`src/cir_pkg.sv`:
```
// Package: constants and types of the checksum integrity supervisor
package cir_pkg;
	// Recovery options word bit positions
	localparam int CIR_OPT_APP_ON_FATAL = 0;
	localparam int CIR_OPT_APP_ALWAYS = 1;
	localparam int CIR_OPT_CFG_ON_CKS = 2;
	localparam int CIR_OPT_CFG_ON_FATAL = 3;
	localparam int CIR_OPT_CFG_ALWAYS = 4;
	localparam int CIR_OPT_COMM_ON_CKS = 5;
	localparam int CIR_OPT_COMM_ON_MISM = 6;
	localparam int CIR_OPT_COMM_ALWAYS = 7;
	localparam int CIR_OPT_VARS_WITH_APP = 8;
	localparam int CIR_OPT_NOAPP_FATAL = 9;
	localparam int CIR_OPT_ALL_CODE = 10;
	// Area selectors
	localparam logic [1:0] CIR_AREA_CFG = 2'h0;
	localparam logic [1:0] CIR_AREA_APP = 2'h1;
	localparam logic [1:0] CIR_AREA_SYS = 2'h2;
	// Error log codes
	localparam logic [7:0] CIR_ERR_CFG_CKS = 8'h01;
	localparam logic [7:0] CIR_ERR_APP_CKS = 8'h02;
	localparam logic [7:0] CIR_ERR_SYS_CKS = 8'h03;
	localparam logic [7:0] CIR_ERR_RECOVERY = 8'h04;
	// Device state codes
	localparam logic [1:0] CIR_DEV_CONFIGURED = 2'h0;
	localparam logic [1:0] CIR_DEV_UNCONFIGURED = 2'h1;
	localparam logic [1:0] CIR_DEV_NOAPP = 2'h2;
	// Reset values
	localparam logic [1:0] CIR_DEV_RESET = 2'h0;
	localparam logic [15:0] CIR_OPT_RESET = 16'h0000;
	// Background pacing: one byte per main loop, about 3 per ms
	localparam int CIR_CLK_MHZ = 250;
	localparam int CIR_BG_BYTES_PER_MS = 3;
	localparam int CIR_BG_GAP_CYC = (CIR_CLK_MHZ * 1000) / CIR_BG_BYTES_PER_MS;
	// Attempts before a reset-time check is judged bad
	localparam int CIR_EXT_TRIES = 2;
	// Sequencer states
	typedef enum logic [3:0] {
		CIR_IDLE, CIR_RD, CIR_WAIT, CIR_JUDGE, CIR_COPY, CIR_LOG,
		CIR_DONE, CIR_BG
	} cir_state_e;
endpackage

```
`src/cir_top.sv`:
```
// Module: checksum integrity and recovery supervisor
`timescale 1ns/1ps
//
// Contract
// - Checksum byte is negated sum of area
// - Verify at reset and in background
// - Config failure makes device unconfigured by default
// - Application failure makes device applicationless by default
// - Code areas split over three checksums
// - Background adds one byte per loop step
// - No checking while applicationless
// - System image failure forces applicationless
// - Background failure requests reset, no state change
// - Reset check sets state and logs error
// - External variant needs two failed attempts
// - Sixteen-bit options word steers recovery
// - Recovery recopies chosen areas from boot image
// - Bits 0 and 1 reload application
// - Bits 2, 3, 4 reload configuration
// - Bits 5, 6, 7 reload communication parameters
// - Bit 8 adds variables to application reload
// - Bit 9 treats applicationless as fatal
// - Bit 10 extends coverage to system image
// - Alloc and map failures are fatal too
// - Config reloads alone only if sizes match
// - Every recovery logs a recovery entry
// - Config checked before application
module cir_top import cir_pkg::*; #(
	parameter int ADDR_W = 16,
	parameter bit EXT_MEM = 1'b1,
	parameter int BG_GAP = CIR_BG_GAP_CYC
) (
	input wire logic sys_clk,
	input wire logic rstn,
	input wire logic rst_start,
	input wire logic [15:0] boot_options,
	input wire logic sys_offchip,
	input wire logic [ADDR_W-1:0] cfg_base,
	input wire logic [ADDR_W-1:0] cfg_len,
	input wire logic [ADDR_W-1:0] app_base,
	input wire logic [ADDR_W-1:0] app_len,
	input wire logic [ADDR_W-1:0] sys_base,
	input wire logic [ADDR_W-1:0] sys_len,
	input wire logic [1:0] dev_state_in,
	input wire logic alloc_fail,
	input wire logic map_fail,
	input wire logic comm_mismatch,
	input wire logic cfg_sizes_match,
	output logic mem_rd,
	output logic [ADDR_W-1:0] mem_addr,
	input wire logic mem_rvalid,
	input wire logic [7:0] mem_rdata,
	input wire logic [7:0] cfg_cks,
	input wire logic [7:0] app_cks,
	input wire logic [7:0] sys_cks,
	output logic copy_req,
	output logic copy_app,
	output logic copy_cfg,
	output logic copy_comm,
	output logic copy_vars,
	input wire logic copy_done,
	output logic state_we,
	output logic [1:0] state_out,
	output logic log_we,
	output logic [7:0] log_code,
	output logic reset_req,
	output logic busy
);
	initial begin
		if (ADDR_W < 4 || ADDR_W > 32) $error("ADDR_W out of range");
		if (BG_GAP < 1) $error("BG_GAP must be positive");
	end

	// Width-safe gap count
	localparam logic [31:0] GAP_M1 = 32'(BG_GAP - 1);

	// Checksum test: sum plus stored byte must be zero
	function automatic logic cks_ok(input logic [7:0] s, input logic [7:0] c);
		cks_ok = ((s + c) == 8'h00);
	endfunction

	cir_state_e st_r; // Sequencer state
	logic [1:0] area_r; // Area now being summed
	logic [ADDR_W-1:0] idx_r; // Byte index inside area
	logic [7:0] sum_r; // Running byte sum
	logic try_r; // Second attempt in progress
	logic bg_r; // Pass belongs to background
	logic [31:0] gap_r; // Background pacing counter
	logic [15:0] opt_r; // Latched options word
	logic [1:0] dev_r; // Device state as decided
	logic [2:0] pend_r; // Failed areas: bit 0 cfg, 1 app, 2 sys
	logic fatal_r; // Application fatal seen this pass

	logic [ADDR_W-1:0] base_w;
	logic [ADDR_W-1:0] len_w;
	logic [7:0] ref_w;
	logic last_w;
	logic good_w;
	logic fat_w; // Application fatal, option bit 9 included
	logic app_w; // Application reload wanted
	logic cfg_w; // Configuration reload wanted
	logic comm_w; // Communication parameter reload wanted

	// Area selection, system image included only when present
	always_comb begin
		case (area_r)
			CIR_AREA_CFG: begin
				base_w = cfg_base;
				len_w = cfg_len;
				ref_w = cfg_cks;
			end
			CIR_AREA_APP: begin
				base_w = app_base;
				len_w = app_len;
				ref_w = app_cks;
			end
			default: begin
				base_w = sys_base;
				len_w = sys_len;
				ref_w = sys_cks;
			end
		endcase
		last_w = (idx_r + 1'b1) >= len_w;
		good_w = cks_ok(sum_r, ref_w);
	end

	// System area exists when off-chip or full coverage asked
	logic sys_on_w;
	assign sys_on_w = sys_offchip | opt_r[CIR_OPT_ALL_CODE];

	// Recovery decision, taken by the copy step once all areas are judged
	always_comb begin
		fat_w = fatal_r | (opt_r[CIR_OPT_NOAPP_FATAL] &&
			dev_r == CIR_DEV_NOAPP && !pend_r[2]);
		app_w = (fat_w & opt_r[CIR_OPT_APP_ON_FATAL]) |
			opt_r[CIR_OPT_APP_ALWAYS];
		// Config alone needs matching table sizes, else code is corrupted
		cfg_w = ((pend_r[0] & opt_r[CIR_OPT_CFG_ON_CKS]) |
			(fat_w & opt_r[CIR_OPT_CFG_ON_FATAL]) |
			opt_r[CIR_OPT_CFG_ALWAYS]) & (app_w | cfg_sizes_match);
		comm_w = (pend_r[0] & opt_r[CIR_OPT_COMM_ON_CKS]) |
			(comm_mismatch & opt_r[CIR_OPT_COMM_ON_MISM]) |
			opt_r[CIR_OPT_COMM_ALWAYS];
	end

	// Main sequencer: reset pass then background passes
	always_ff @(posedge sys_clk or negedge rstn) begin
		if (!rstn) begin
			st_r <= CIR_IDLE;
			area_r <= CIR_AREA_CFG;
			idx_r <= '0;
			sum_r <= 8'h00;
			try_r <= 1'b0;
			bg_r <= 1'b0;
			gap_r <= '0;
			opt_r <= CIR_OPT_RESET;
			dev_r <= CIR_DEV_RESET;
			pend_r <= 3'h0;
			fatal_r <= 1'b0;
			mem_rd <= 1'b0;
			mem_addr <= '0;
			copy_req <= 1'b0;
			copy_app <= 1'b0;
			copy_cfg <= 1'b0;
			copy_comm <= 1'b0;
			copy_vars <= 1'b0;
			state_we <= 1'b0;
			state_out <= CIR_DEV_RESET;
			log_we <= 1'b0;
			log_code <= 8'h00;
			reset_req <= 1'b0;
			busy <= 1'b0;
		end else begin
			mem_rd <= 1'b0;
			state_we <= 1'b0;
			log_we <= 1'b0;
			reset_req <= 1'b0;
			case (st_r)
				CIR_IDLE: begin
					// Nothing runs before the first reset pass
					st_r <= CIR_IDLE;
				end
				CIR_BG: begin
					// Background idles while applicationless
					if (dev_r == CIR_DEV_NOAPP) begin
						gap_r <= '0;
					end else if (gap_r >= GAP_M1) begin
						gap_r <= '0;
						bg_r <= 1'b1;
						st_r <= CIR_RD;
					end else begin
						gap_r <= gap_r + 32'h1;
					end
				end
				CIR_RD: begin
					if (len_w == '0) begin
						st_r <= CIR_JUDGE;
					end else begin
						mem_rd <= 1'b1;
						mem_addr <= base_w + idx_r;
						st_r <= CIR_WAIT;
					end
				end
				CIR_WAIT: begin
					if (mem_rvalid) begin
						sum_r <= sum_r + mem_rdata;
						if (last_w) begin
							st_r <= CIR_JUDGE;
						end else begin
							idx_r <= idx_r + 1'b1;
							// Background paces one byte per gap
							st_r <= bg_r ? CIR_BG : CIR_RD;
						end
					end
				end
				CIR_JUDGE: begin
					idx_r <= '0;
					sum_r <= 8'h00;
					if (bg_r) begin
						// Mismatch only asks for a reset
						if (!good_w) begin
							reset_req <= 1'b1;
						end
						if (area_r == CIR_AREA_CFG) begin
							area_r <= CIR_AREA_APP;
						end else if (area_r == CIR_AREA_APP && sys_on_w) begin
							area_r <= CIR_AREA_SYS;
						end else begin
							area_r <= CIR_AREA_CFG;
						end
						st_r <= CIR_BG;
					end else if (!good_w && EXT_MEM && !try_r) begin
						// Retry once before judging bad
						try_r <= 1'b1;
						st_r <= CIR_RD;
					end else begin
						try_r <= 1'b0;
						st_r <= CIR_RD;
						case (area_r)
							CIR_AREA_CFG: begin
								if (!good_w) begin
									// Outcome settled in the copy step
									pend_r[0] <= 1'b1;
								end
								area_r <= CIR_AREA_APP;
							end
							CIR_AREA_APP: begin
								if (!good_w) begin
									fatal_r <= 1'b1;
									pend_r[1] <= 1'b1;
								end
								if (sys_on_w) begin
									area_r <= CIR_AREA_SYS;
								end else begin
									st_r <= CIR_COPY;
								end
							end
							default: begin
								if (!good_w) begin
									dev_r <= CIR_DEV_NOAPP;
									pend_r[2] <= 1'b1;
								end
								st_r <= CIR_COPY;
							end
						endcase
					end
				end
				CIR_COPY: begin
					// Publish the reloads the options ask for
					copy_app <= app_w;
					copy_cfg <= cfg_w;
					copy_comm <= comm_w;
					copy_vars <= app_w & opt_r[CIR_OPT_VARS_WITH_APP];
					// Applicationless causes win over any later choice
					if (pend_r[2]) begin
						dev_r <= CIR_DEV_NOAPP;
					end else if (pend_r[1] && !app_w) begin
						dev_r <= CIR_DEV_NOAPP;
					end else if (app_w && dev_r == CIR_DEV_NOAPP) begin
						// A reloaded application lifts applicationless state
						dev_r <= cfg_w ? CIR_DEV_CONFIGURED :
							CIR_DEV_UNCONFIGURED;
					end else if (pend_r[0] && !cfg_w &&
						!opt_r[CIR_OPT_COMM_ON_CKS] &&
						dev_r != CIR_DEV_NOAPP) begin
						dev_r <= CIR_DEV_UNCONFIGURED;
					end
					if (app_w | cfg_w | comm_w) begin
						copy_req <= 1'b1;
					end
					st_r <= CIR_LOG;
				end
				CIR_LOG: begin
					// Hold the copy request until the copier answers
					if (!copy_req || copy_done) begin
						copy_req <= 1'b0;
						log_we <= (pend_r != 3'h0) || copy_req;
						if (copy_req) begin
							log_code <= CIR_ERR_RECOVERY;
						end else begin
							// Last failing area gives the code
							if (pend_r[2]) begin
								log_code <= CIR_ERR_SYS_CKS;
							end else if (pend_r[1]) begin
								log_code <= CIR_ERR_APP_CKS;
							end else begin
								log_code <= CIR_ERR_CFG_CKS;
							end
						end
						st_r <= CIR_DONE;
					end
				end
				CIR_DONE: begin
					// Publish the decided state
					state_we <= 1'b1;
					state_out <= dev_r;
					pend_r <= 3'h0;
					fatal_r <= 1'b0;
					copy_app <= 1'b0;
					copy_cfg <= 1'b0;
					copy_comm <= 1'b0;
					copy_vars <= 1'b0;
					busy <= 1'b0;
					area_r <= CIR_AREA_CFG;
					gap_r <= '0;
					st_r <= CIR_BG;
				end
				default: st_r <= CIR_IDLE;
			endcase
			// A reset pass may start whenever none runs, even amid a
			// background byte; that byte is dropped, so the memory must
			// not answer a dropped read after the pass has begun
			if (rst_start && !busy) begin
				// Options sampled once per reset pass
				opt_r <= boot_options;
				dev_r <= dev_state_in;
				area_r <= CIR_AREA_CFG;
				idx_r <= '0;
				sum_r <= 8'h00;
				try_r <= 1'b0;
				bg_r <= 1'b0;
				fatal_r <= alloc_fail | map_fail;
				mem_rd <= 1'b0;
				// The pass rechecks everything, so a pending request is moot
				reset_req <= 1'b0;
				busy <= 1'b1;
				st_r <= CIR_RD;
			end
		end
	end
endmodule // cir_top

```
`config.mk`:
```
export PLATFORM = sky130hd
export DESIGN_NAME = cir_top
export DESIGN_NICKNAME = d
export VERILOG_FILES = /design/src/cir_pkg.sv /design/src/cir_top.sv
export SDC_FILE = /design/constraint.sdc
export NUM_CORES = 1
export LEC_CHECK = 0
export BUFFER_PORTS_ARGS = -buffer_cell sky130_fd_sc_hd__clkbuf_2
export CAP_MARGIN = 5
export CELL_PAD_IN_SITES_DETAIL_PLACEMENT = 1
export CELL_PAD_IN_SITES_GLOBAL_PLACEMENT = 1
export CORE_MARGIN = 5
export CORE_UTILIZATION = 41
export CTS_CLUSTER_SIZE = 28
export DETAILED_ROUTE_END_ITERATION = 12
export HOLD_SLACK_MARGIN = 0.1
export PLACE_DENSITY = 0.87
export SYNTH_ARGS = -nofsm -noshare
export SYNTH_HDL_FRONTEND = slang
export SYNTH_SLANG_ARGS = --single-unit
```
`constraint.sdc`:
```
create_clock -name sys_clk -period 5 [get_ports sys_clk]
set_input_delay 0.5 -clock sys_clk [delete_from_list [all_inputs] [get_ports sys_clk]]
set_output_delay 0.5 -clock sys_clk [all_outputs]
set_load 0.1 [all_outputs]
```
==> results of run 1 <==
-- cells by family after synthesis --
group	share of synthesized area, %
simple gates	19.1
compound gates	17.9
flops	35.9
buf+inv	4.59
mux	10.0
fa+ha+maj	8.54
xor+xnor	3.96
other cells	0.0485
-- registers in the layout, indices dropped and copies added, names as in the netlist, 2 cells and up --
register / count
idx_r: 16
gap_r: 32
pend_r: 3
opt_r: 11
st_r: 3
mem_addr: 16
area_r: 2
log_code: 3
state_out: 2
dev_r: 2
sum_r: 8
-- worst paths after layout --
path	cells past startpoint	to	slack, ns	startpoint
worst max-delay path	12	idx_r[12]$_DFFE_PN0P_	0.35	idx_r[0]$_DFFE_PN0P_
worst min-delay path	1	sum_r[1]$_DFFE_PN0P_	0.21	rstn
worst max register to register	12	idx_r[12]$_DFFE_PN0P_	0.35	idx_r[0]$_DFFE_PN0P_
worst min register to register	2	copy_vars$_DFFE_PN0P_	0.48	copy_vars$_DFFE_PN0P_
max in group asynchronous	2	fatal_r$_DFFE_PN0P_	3.56	rstn
min in group sys_clk	3	opt_r[4]$_DFFE_PN0P_	0.33	boot_options[4]
-- per-layer routing --
metal	vias up	share of wire (%)
li1	3456	-
met1	3531	41
met2	202	53
met3	27	5.3
met4	0	1.3
met5	-	0
-- where the power goes --
part	switching [W]	leakage [nW]	internal [W]
sequential	0.000281	1.44	0.00115
combinational	0.00224	2.75	0.00106
clock	0.000376	0.152	0.000400
-- cell usage after synthesis, types with 3 or more instances --
library cell  count  area, µm²
nor2b_1           6       37.5
nand4_1          15       93.8
o21a_1            9       67.6
o31ai_1           9       67.6
o21ai_0          70        350
and3_1            8       50.1
o311ai_0          5       43.8
buf_2             5       25.0
o21bai_1          6       45.0
dfrtp_1         111       2780
nor2_1           39        146
o2111ai_1         3       26.3
buf_4             5       37.5
or2_2             7       43.8
fa_1              3       60.1
buf_6             4       45.0
o211ai_1          3       22.5
buf_1             3       11.3
a41oi_1           4       35.0
nor3_1           21        105
ha_1             48        601
mux2_2           25        282
nor4_1           12       75.1
xor2_1            8       70.1
and2_1           18        113
nand2_1         111        417
or4_1             4       30.0
xnor2_1          27        236
nand2b_1         12       75.1
clkbuf_1         23       86.3
nand3_1          24        120
a31oi_1           4       25.0
a21oi_1          59        295
mux2i_1          48        480
a22o_1            7       61.3
or3_1            10       62.6
a21o_1           12       90.1
inv_1            39        146
a211oi_1          3       22.5
-- critical path, cell delays in order, from the launching register on --
cell      delay [ns]
dfrtp_1         0.55
ha_1            0.30
nand4_1         0.25
or2_2           0.41
nor3_1          0.24
xnor2_1         0.16
ha_1            0.32
nand2_1         0.06
nor3_1          0.26
o211ai_1        0.16
a31oi_1         0.87
o21ai_0         0.57
o21ai_0         0.39
-- final cells by class --
cell class	instances	area share (%)
tap	234	3.20
timing repair buffer	192	10.8
inverter	40	1.64
clock buffer	9	2.46
clock inverter	7	0.903
sequential	111	30.4
multi-input combinational	681	50.6
-- per-stage QoR --
stage	worst slack, ns	hold slack (ns)	total power [W]	util [%]
after detailed placement	0.622	0.472	0.00473	47.4
final	0.346	0.211	0.00551	49.1
after global routing	0.164	0.302	0.00587	49.1
after floorplan	1.22	0.204	0.00396	-
after global placement	0.756	0.461	0.00460	47.4
after CTS	0.425	0.251	0.00553	49.1
==> results.md, run 1 <==
* # fillers at 2,276
* Post-cts sizing count at 0
* Core area at 18,600 µm²
* Fraction of registers with async set/reset at 100%
* Most frequent cells in the layout: clkbuf_2, nand2_1, dfrtp_1, o21ai_0, a21oi_1
* Cells after Synth at 868
* Setup Skew at 0.00648 ns
* Initial Utilization at 41.5%
* PwrDens at 602 nW/µm²
* Final hold violation count at 0
* Yosys cell types at 70
* H-tree depth at 3
* Most common cell after layout, fill and taps aside: clkbuf_2
* Grt met1 use at 25.3%
* CTS tree: done
* Setup TNS at 0 ns
* Die ar. at 21,700 µm²
* Area of the multi-input gates at 4620 µm²
* Hold_buf cts at 0
* # Max-Cap Violations at 0
* RSZ-0062 raised after global routing: no
* Net count, final at 1,242
* First-pass GRT wire length at 38.5 mm
* Total number of vias at 7,216
* Crit end category: flop
* Fin crit share at 93.1%
* Critical path peak fanout at 14
* Grt total ovfl at 0
* CP required at 5.25 ns
* Drt total wl at 23.7 mm
* Ratio of cells with drive above 1 in the final layout at 24.2%
* GR Util met2 at 40.5%
* WP data arrival at 4.90 ns
* Max VDD drop at 0.390 mV
* Hold crit path type: in -> async
* Die Span Y at 147 µm
* Routed Antenna Nets at 0
* CTS Root Buffer Type: clkbuf_16
* Total CTS buffers at 9
* Worst skew pair latency at 0.36 ns
* DR vias/cell at 5.66
* Placed insts at 1,258
* DRC Markers at 0
* Fin area at 9150 µm²
* Final slew viol count at 0
* # clock sinks at 111
* Synth Warn # at 0
* Min Tclk post-route at 4.65 ns
* Synth Register Bits at 111
* Leak pwr at 4.34 nW
* Kind of critical path: reg -> reg
* Row cnt at 50
* Register area share after synthesis at 35.9%
* Vias in the first global route at 7,689
* Initial antenna violation count at 0
* Status: finished clean
* Post-CTS Setup Bufs at 0
* Fin cells at 1,274
* Leading register cell type out of synthesis: dfrtp_1
* Setup crit start kind: flop
* Global route hottest layer: met2
* Syn Std Cell Area at 7740 µm²
* Reg clk slew, reported paths at 0.08 ns
* # IOs at 192
* Reg area at 2780 µm²
* Die Span X at 147 µm
* Total global-route track usage at 21.4%
* Global Route met3 Usage at 3.28%
* Worst Max-Slew Pin Slew at 1.19 ns
* Clock Tree Buf Depth at 2
* Placed inst area at 8840 µm²
* Largest net degree at the start of global routing at 60
* Dpl hpwl at 17.9 mm
* Slew headroom at 20.2%
* Syn Area/Cell at 8.92 µm²
* Gp weighted congestion at 0.797
* Routed length per instance at 18.6 µm
* Pre-Repair DR Iteration Count at 4
* Layout area overhead at 18.2%
* Port Buffer Count at 181
* Post-synth EDFFs at 0
* N_diodes at 0
* Fmax at 0.215 GHz
* Count of final setup violators at 0
* DR iter-0 viols at 359
(Power assumes the default switching activity.)
==> run 2: changes to the inputs <==
--- a/config.mk
+++ b/config.mk
@@ -10,11 +10,12 @@
 export CELL_PAD_IN_SITES_DETAIL_PLACEMENT = 1
 export CELL_PAD_IN_SITES_GLOBAL_PLACEMENT = 1
 export CORE_MARGIN = 5
-export CORE_UTILIZATION = 41
+export CORE_UTILIZATION = 42
+export CTS_BUF_LIST = sky130_fd_sc_hd__clkbuf_4 sky130_fd_sc_hd__clkbuf_8
 export CTS_CLUSTER_SIZE = 28
 export DETAILED_ROUTE_END_ITERATION = 12
 export HOLD_SLACK_MARGIN = 0.1
-export PLACE_DENSITY = 0.87
+export PLACE_DENSITY = 0.89
 export SYNTH_ARGS = -nofsm -noshare
 export SYNTH_HDL_FRONTEND = slang
 export SYNTH_SLANG_ARGS = --single-unit
==> results.md, run 2 (same netlist as run 1, synthesis figures left out) <==
* Routed length per instance at 18.3 µm (-1.6%)
* Max VDD drop at 0.460 mV (+18%)
* # fillers at 2,231 (-2.0%)
* Die Span Y at 146 µm (-1.1%)
* Count of final setup violators at 0 (unchanged)
* Net count, final at 1,242 (unchanged)
* Layout area overhead at 16.8%
* WP data arrival at 4.28 ns (-0.62 ns)
* Ratio of cells with drive above 1 in the final layout at 24.2% (unchanged)
* Largest register by flop count: gap_r
* Critical path peak fanout at 14 (unchanged)
* Reg clk slew, reported paths at 0.11 ns (+0.03 ns)
* Most frequent cells in the layout: clkbuf_2, nand2_1, dfrtp_1, o21ai_0, a21oi_1
* Worst Max-Slew Pin Slew at 1.06 ns (-0.136 ns)
* Max reg flops at 32 (unchanged)
* Gp weighted congestion at 0.843 (+5.8%)
* Final hold violation count at 0 (unchanged)
* Die ar. at 21,200 µm² (-2.2%)
* Core area at 18,000 µm² (-3.3%)
* Min Tclk post-route at 4.02 ns (-0.629 ns)
* Fmax at 0.248 GHz (+16%)
* # IOs at 192 (unchanged)
* Kind of critical path: reg -> reg
* Worst skew pair latency at 0.41 ns (+0.05 ns)
* Row cnt at 49 (-2.0%)
* CP required at 5.26 ns (about the same)
* Hold crit path type: in -> async
* Total CTS buffers at 9 (unchanged)
* First-pass GRT wire length at 38.4 mm (-0.34%)
* Post-cts sizing count at 0 (unchanged)
* Post-CTS Setup Bufs at 0 (unchanged)
* CTS tree: done
* Vias in the first global route at 7,638 (-0.66%)
* Total number of vias at 7,236 (+0.28%)
* Die Span X at 146 µm (-1.1%)
* PwrDens at 588 nW/µm² (-2.3%)
* H-tree depth at 3 (unchanged)
* Routed Antenna Nets at 0 (unchanged)
* Reg2reg path depth at 11 (-1)
* Most common cell after layout, fill and taps aside: clkbuf_2
* Slew headroom at 29.6% (+9.4 points)
* Dpl hpwl at 18.0 mm (+0.85%)
* Leak pwr at 4.29 nW (-1.2%)
* Port Buffer Count at 181 (unchanged)
* Drt total wl at 23.2 mm (-2.0%)
* DR iter-0 viols at 285 (-21%)
* CTS Root Buffer Type: clkbuf_8
* Hold_buf cts at 0 (unchanged)
* # clock sinks at 111 (unchanged)
* DRC Markers at 0 (unchanged)
* DR vias/cell at 5.70 (+0.67%)
* Top Registers: gap_r: 32 flops, idx_r: 16 flops, mem_addr: 16 flops
* Status: finished clean
* Crit end category: flop
* Placed insts at 1,253 (-0.40%)
* Clock Tree Buf Depth at 2 (unchanged)
* Fin cells at 1,269 (-0.39%)
* # Max-Cap Violations at 0 (unchanged)
* Setup TNS at 0 ns (unchanged)
* Pre-Repair DR Iteration Count at 4 (unchanged)
* Setup crit start kind: flop
* Final slew viol count at 0 (unchanged)
* Initial antenna violation count at 0 (unchanged)
* N_diodes at 0 (unchanged)
* Initial Utilization at 42.9% (+1.4 points)
* Total global-route track usage at 21.5% (+0.14 points)
* Setup Skew at 0.0142 ns (+0.00774 ns)
* Fin crit share at 80.5% (-13 points)
* Grt total ovfl at 0 (unchanged)
* Largest net degree at the start of global routing at 83 (+38%)
* RSZ-0062 raised after global routing: no
==> run 2: cell types whose count changed in the layout (fill, tap and decap cells not counted), sizes merged <==
| cell | change |
|---|---|
| inv | -3 |
| clkinvlp | +2 |
| clkinv | +1 |
==> run 2: per-stage QoR <==
| stage | cell area, µm² | hold WS, ns | power, W | setup slack (ns) | util (%) |
|---|---|---|---|---|---|
| floorplan | 7750 | 0.204 | 0.00396 | 1.22 | - |
| global placement | 8830 | 0.460 | 0.00460 | 1.18 | 49.0 |
| detailed placement | 8830 | 0.468 | 0.00475 | 1.02 | 49.0 |
| CTS | 9040 | 0.268 | 0.00535 | 1.02 | 50.1 |
| global route | 9040 | 0.274 | 0.00569 | 0.771 | 50.1 |
| finish | 9040 | 0.271 | 0.00531 | 0.975 | 50.1 |
==> run 2: final timing paths <==
kind | from | to | slack (ns)
min reg2reg | copy_vars$_DFFE_PN0P_ | copy_vars$_DFFE_PN0P_ | 0.49
min | rstn | gap_r[2]$_DFFE_PN0P_ | 0.27
max | idx_r[0]$_DFFE_PN0P_ | idx_r[12]$_DFFE_PN0P_ | 0.98
max in group asynchronous | rstn | area_r[1]$_DFFE_PN0P_ | 3.67
max reg2reg | idx_r[0]$_DFFE_PN0P_ | idx_r[12]$_DFFE_PN0P_ | 0.98
min in group sys_clk | boot_options[10] | opt_r[10]$_DFFE_PN0P_ | 0.28
==> run 2: metal layers <==
layer | up-vias | global-route usage [%] | part of all wire, %
li1 | 3460 | - | -
met1 | 3547 | 25.9 | 42
met2 | 191 | 38.6 | 52
met3 | 38 | 4.48 | 4.5
met4 | 0 | 6.34 | 2.3
met5 | - | 0 | 0
==> run 2: final cells by class <==
class / instances / area [µm²] / share of cell area (%)
tap: 229 / 287 / 3.17
inverter: 40 / 150 / 1.66
clock inverter: 7 / 81.3 / 0.900
clock buffer: 9 / 124 / 1.37
multi-input combinational: 681 / 4620 / 51.2
timing repair buffer: 192 / 991 / 11.0
sequential: 111 / 2780 / 30.8
==> run 2: worst max-delay path, stage by stage, from the launching register on <==
cell and delay (ns):
dfrtp_1 0.55, ha_1 0.30, nand4_1 0.26, or2_2 0.42, nor3_1 0.19, xnor2_1 0.14, ha_1 0.21, a2111oi_0 0.55
a31oi_1 0.18, buf_4 0.22, o21ai_0 0.66, o21ai_0 0.19
==> run 2: power breakdown <==
group          internal, W  leakage (nW)  switching [W]
logic              0.00107          2.75        0.00224
clock network     0.000239        0.0993       0.000345
registers          0.00115          1.44       0.000280
total              0.00245          4.29        0.00286
==> run 3: changes to the inputs <==
--- a/config.mk
+++ b/config.mk
@@ -10,12 +10,12 @@
 export CELL_PAD_IN_SITES_DETAIL_PLACEMENT = 1
 export CELL_PAD_IN_SITES_GLOBAL_PLACEMENT = 1
 export CORE_MARGIN = 5
-export CORE_UTILIZATION = 42
+export CORE_UTILIZATION = 38
 export CTS_BUF_LIST = sky130_fd_sc_hd__clkbuf_4 sky130_fd_sc_hd__clkbuf_8
 export CTS_CLUSTER_SIZE = 28
 export DETAILED_ROUTE_END_ITERATION = 12
 export HOLD_SLACK_MARGIN = 0.1
-export PLACE_DENSITY = 0.89
+export PLACE_DENSITY = 0.85
 export SYNTH_ARGS = -nofsm -noshare
 export SYNTH_HDL_FRONTEND = slang
 export SYNTH_SLANG_ARGS = --single-unit
==> constraint.sdc (replaced) <==
create_clock -name sys_clk -period 3.5 [get_ports sys_clk]
set_input_delay 0.35 -clock sys_clk [delete_from_list [all_inputs] [get_ports sys_clk]]
set_output_delay 0.35 -clock sys_clk [all_outputs]
set_load 0.1 [all_outputs]
==> results.md, run 3 (same netlist as run 1, synthesis figures left out) <==
* Layout area overhead at 20.5%
* Leak pwr at 4.42 nW (+3.1%)
* Metal3 WL at 1.06 mm (+1.4%)
* Drt total wl at 24.4 mm (+5.0%)
* Setup crit start kind: flop
* Die Span X at 153 µm (+4.8%)
* Highest routed layer: met4
* Placed inst area at 9060 µm² (+2.6%)
* # clock sinks at 111 (unchanged)
* Total number of vias at 7,278 (+0.58%)
* CTS tree: done
* RSZ-0062 raised after global routing: yes
* Fin area at 9330 µm² (+3.2%)
* Final hold violation count at 0 (unchanged)
* # IOs at 192 (unchanged)
* Initial antenna violation count at 0 (unchanged)
* H-tree depth at 3 (unchanged)
* Gp weighted congestion at 0.872 (+3.4%)
* Largest net degree at the start of global routing at 65 (-22%)
* # fillers at 2,495 (+12%)
* Slew headroom at 34.4% (+4.8 points)
* Final slew viol count at 0 (unchanged)
* Count of final setup violators at 0 (unchanged)
* N_diodes at 0 (unchanged)
* CP required at 3.83 ns (-1.43 ns)
* Total global-route track usage at 20.4% (-1.1 points)
* Worst Max-Slew Pin Slew at 0.983 ns (-0.0732 ns)
* PwrDens at 828 nW/µm² (+41%)
* Logic pwr share at 64.3% (+2.2 points)
* DR WL met2 at 13.2 mm (+9.9%)
* WP data arrival at 3.77 ns (-0.51 ns)
* Most frequent cells in the layout: clkbuf_2, nand2_1, dfrtp_1, o21ai_0, a21oi_1
* Switching power share of the total at 53.9% (+0.080 points)
* Max VDD drop at 0.542 mV (+18%)
* Status: finished clean
* Pre-Repair DR Iteration Count at 4 (unchanged)
* Wl on met1 at 9.74 mm (+1.1%)
* Switching pwr at 0.00416 W (+46%)
* Reg clk slew, reported paths at 0.11 ns (about the same)
* Initial Utilization at 38.4% (-4.6 points)
* Total CTS buffers at 9 (unchanged)
* Min Tclk post-route at 3.44 ns (-0.585 ns)
* Ratio of cells with drive above 1 in the final layout at 26.8% (+2.6 points)
* Die ar. at 23,300 µm² (+9.8%)
* Clock share of power at 10.1% (-0.9 points)
* Max reg flops at 32 (unchanged)
* DR iter-0 viols at 274 (-3.9%)
* Worst Hold Slack at 0.121 ns (-0.150 ns)
* Row cnt at 52 (+6.1%)
* Fin crit share at 98.3% (+18 points)
* DRC Markers at 0 (unchanged)
* Critical path peak fanout at 16 (+2)
* Placed insts at 1,316 (+5.0%)
* Clock Tree Buf Depth at 2 (unchanged)
* Dpl hpwl at 19.2 mm (+6.5%)
* Routed length per instance at 18.3 µm (about the same)
* # Max-Cap Violations at 0 (unchanged)
* Crit end category: flop
* Vias in the first global route at 8,029 (+5.1%)
* Routed Antenna Nets at 0 (unchanged)
* DR vias/cell at 5.46 (-4.2%)
* Core area at 20,200 µm² (+12%)
* First-pass GRT wire length at 39.8 mm (+3.7%)
* Most common cell after layout, fill and taps aside: clkbuf_2
* Final WS setup at 0.0602 ns (-0.915 ns)
* Worst skew pair latency at 0.41 ns (about the same)
* Pint at 0.00356 W (+45%)
* Kind of critical path: reg -> reg
* Grt total ovfl at 0 (unchanged)
* Fin cells at 1,333 (+5.0%)
* Die Span Y at 153 µm (+4.8%)
* Share of total power in sequential cells at 25.7% (-1.2 points)
* Top Registers: gap_r: 32 flops, idx_r: 16 flops, mem_addr: 16 flops
* Setup Skew at 0.0135 ns (-0.000775 ns)
* Hold crit path type: in -> reg
* Net count, final at 1,265 (+1.9%)
* CTS Root Buffer Type: clkbuf_8
* Fmax at 0.291 GHz (+17%)
* Setup TNS at 0 ns (unchanged)
* Pre-CTS setup slack at 0.0116 ns (-1.01 ns)
* Largest register by flop count: gap_r
* Post-CTS Setup Bufs at 0 (unchanged)
* Port Buffer Count at 181 (unchanged)
[run 3: power groups by stage]
stage / clock network [W] / logic [W] / registers, W
6_report: 0.000779 / 0.00496 / 0.00198
5_1_grt: 0.000845 / 0.00538 / 0.00203
4_1_cts: 0.000792 / 0.00492 / 0.00198
3_5_place_dp: 0 / 0.00490 / 0.00200
3_3_place_gp: 0 / 0.00472 / 0.00198
2_1_floorplan: 0 / 0.00263 / 0.00304
[run 3: what timing repair did]
item,CTS,global route
gates resized for setup,0,18
gates cloned,0,0
hold buffers,1,0
pin swaps,1,2
endpoints found under the setup margin,1,25
hold endpoints to repair,62,0
[run 3: final timing paths]
| check | cells past startpoint | slack (ns) | end | from |
|---|---|---|---|---|
| min in group asynchronous | 2 | 0.58 | opt_r[7]$_DFFE_PN0P_ | rstn |
| setup / recovery | 12 | 0.06 | idx_r[10]$_DFFE_PN0P_ | area_r[0]$_DFFE_PN0P_ |
| setup reg to reg | 12 | 0.06 | idx_r[10]$_DFFE_PN0P_ | area_r[0]$_DFFE_PN0P_ |
| hold / removal | 3 | 0.12 | opt_r[10]$_DFFE_PN0P_ | boot_options[10] |
| hold reg to reg | 2 | 0.49 | opt_r[10]$_DFFE_PN0P_ | opt_r[10]$_DFFE_PN0P_ |
| max in group asynchronous | 3 | 2.03 | idx_r[10]$_DFFE_PN0P_ | rstn |
[run 3: final cells by class]
type | instances | area (µm²) | area share [%]
Inverter | 40 | 150 | 1.61
Timing Repair Buffer | 215 | 1180 | 12.7
Tap cell | 270 | 338 | 3.62
Multi-Input combinational cell | 681 | 4690 | 50.3
Clock inverter | 5 | 42.5 | 0.456
Clock buffer | 11 | 139 | 1.49
Sequential cell | 111 | 2780 | 29.8
[run 3: worst max-delay path, cell delays in order (launching register included)]
cell and delay (ns):
dfrtp_2 0.49, buf_6 0.23, buf_4 0.21, mux2_2 0.34, mux2i_1 0.24, ha_1 0.30, a21oi_1 0.17, o21ai_0 0.10
a32oi_1 0.30, a31oi_1 0.14, buf_4 0.21, or4_1 0.47, a21oi_1 0.15
[run 3: through the flow]
stage / power [W] / utilization, %
6_report: 0.00773 / 46.2
5_1_grt: 0.00826 / 46.2
4_1_cts: 0.00769 / 45.9
3_5_place_dp: 0.00690 / 44.9
3_3_place_gp: 0.00669 / 44.9
2_1_floorplan: 0.00567 / -
[run 3: metal layers]
layer / GRT usage, % / vias to the layer above
li1: - / 3501
met1: 23.5 / 3595
met2: 38.9 / 155
met3: 4.29 / 27
met4: 4.33 / 0
met5: 0 / -
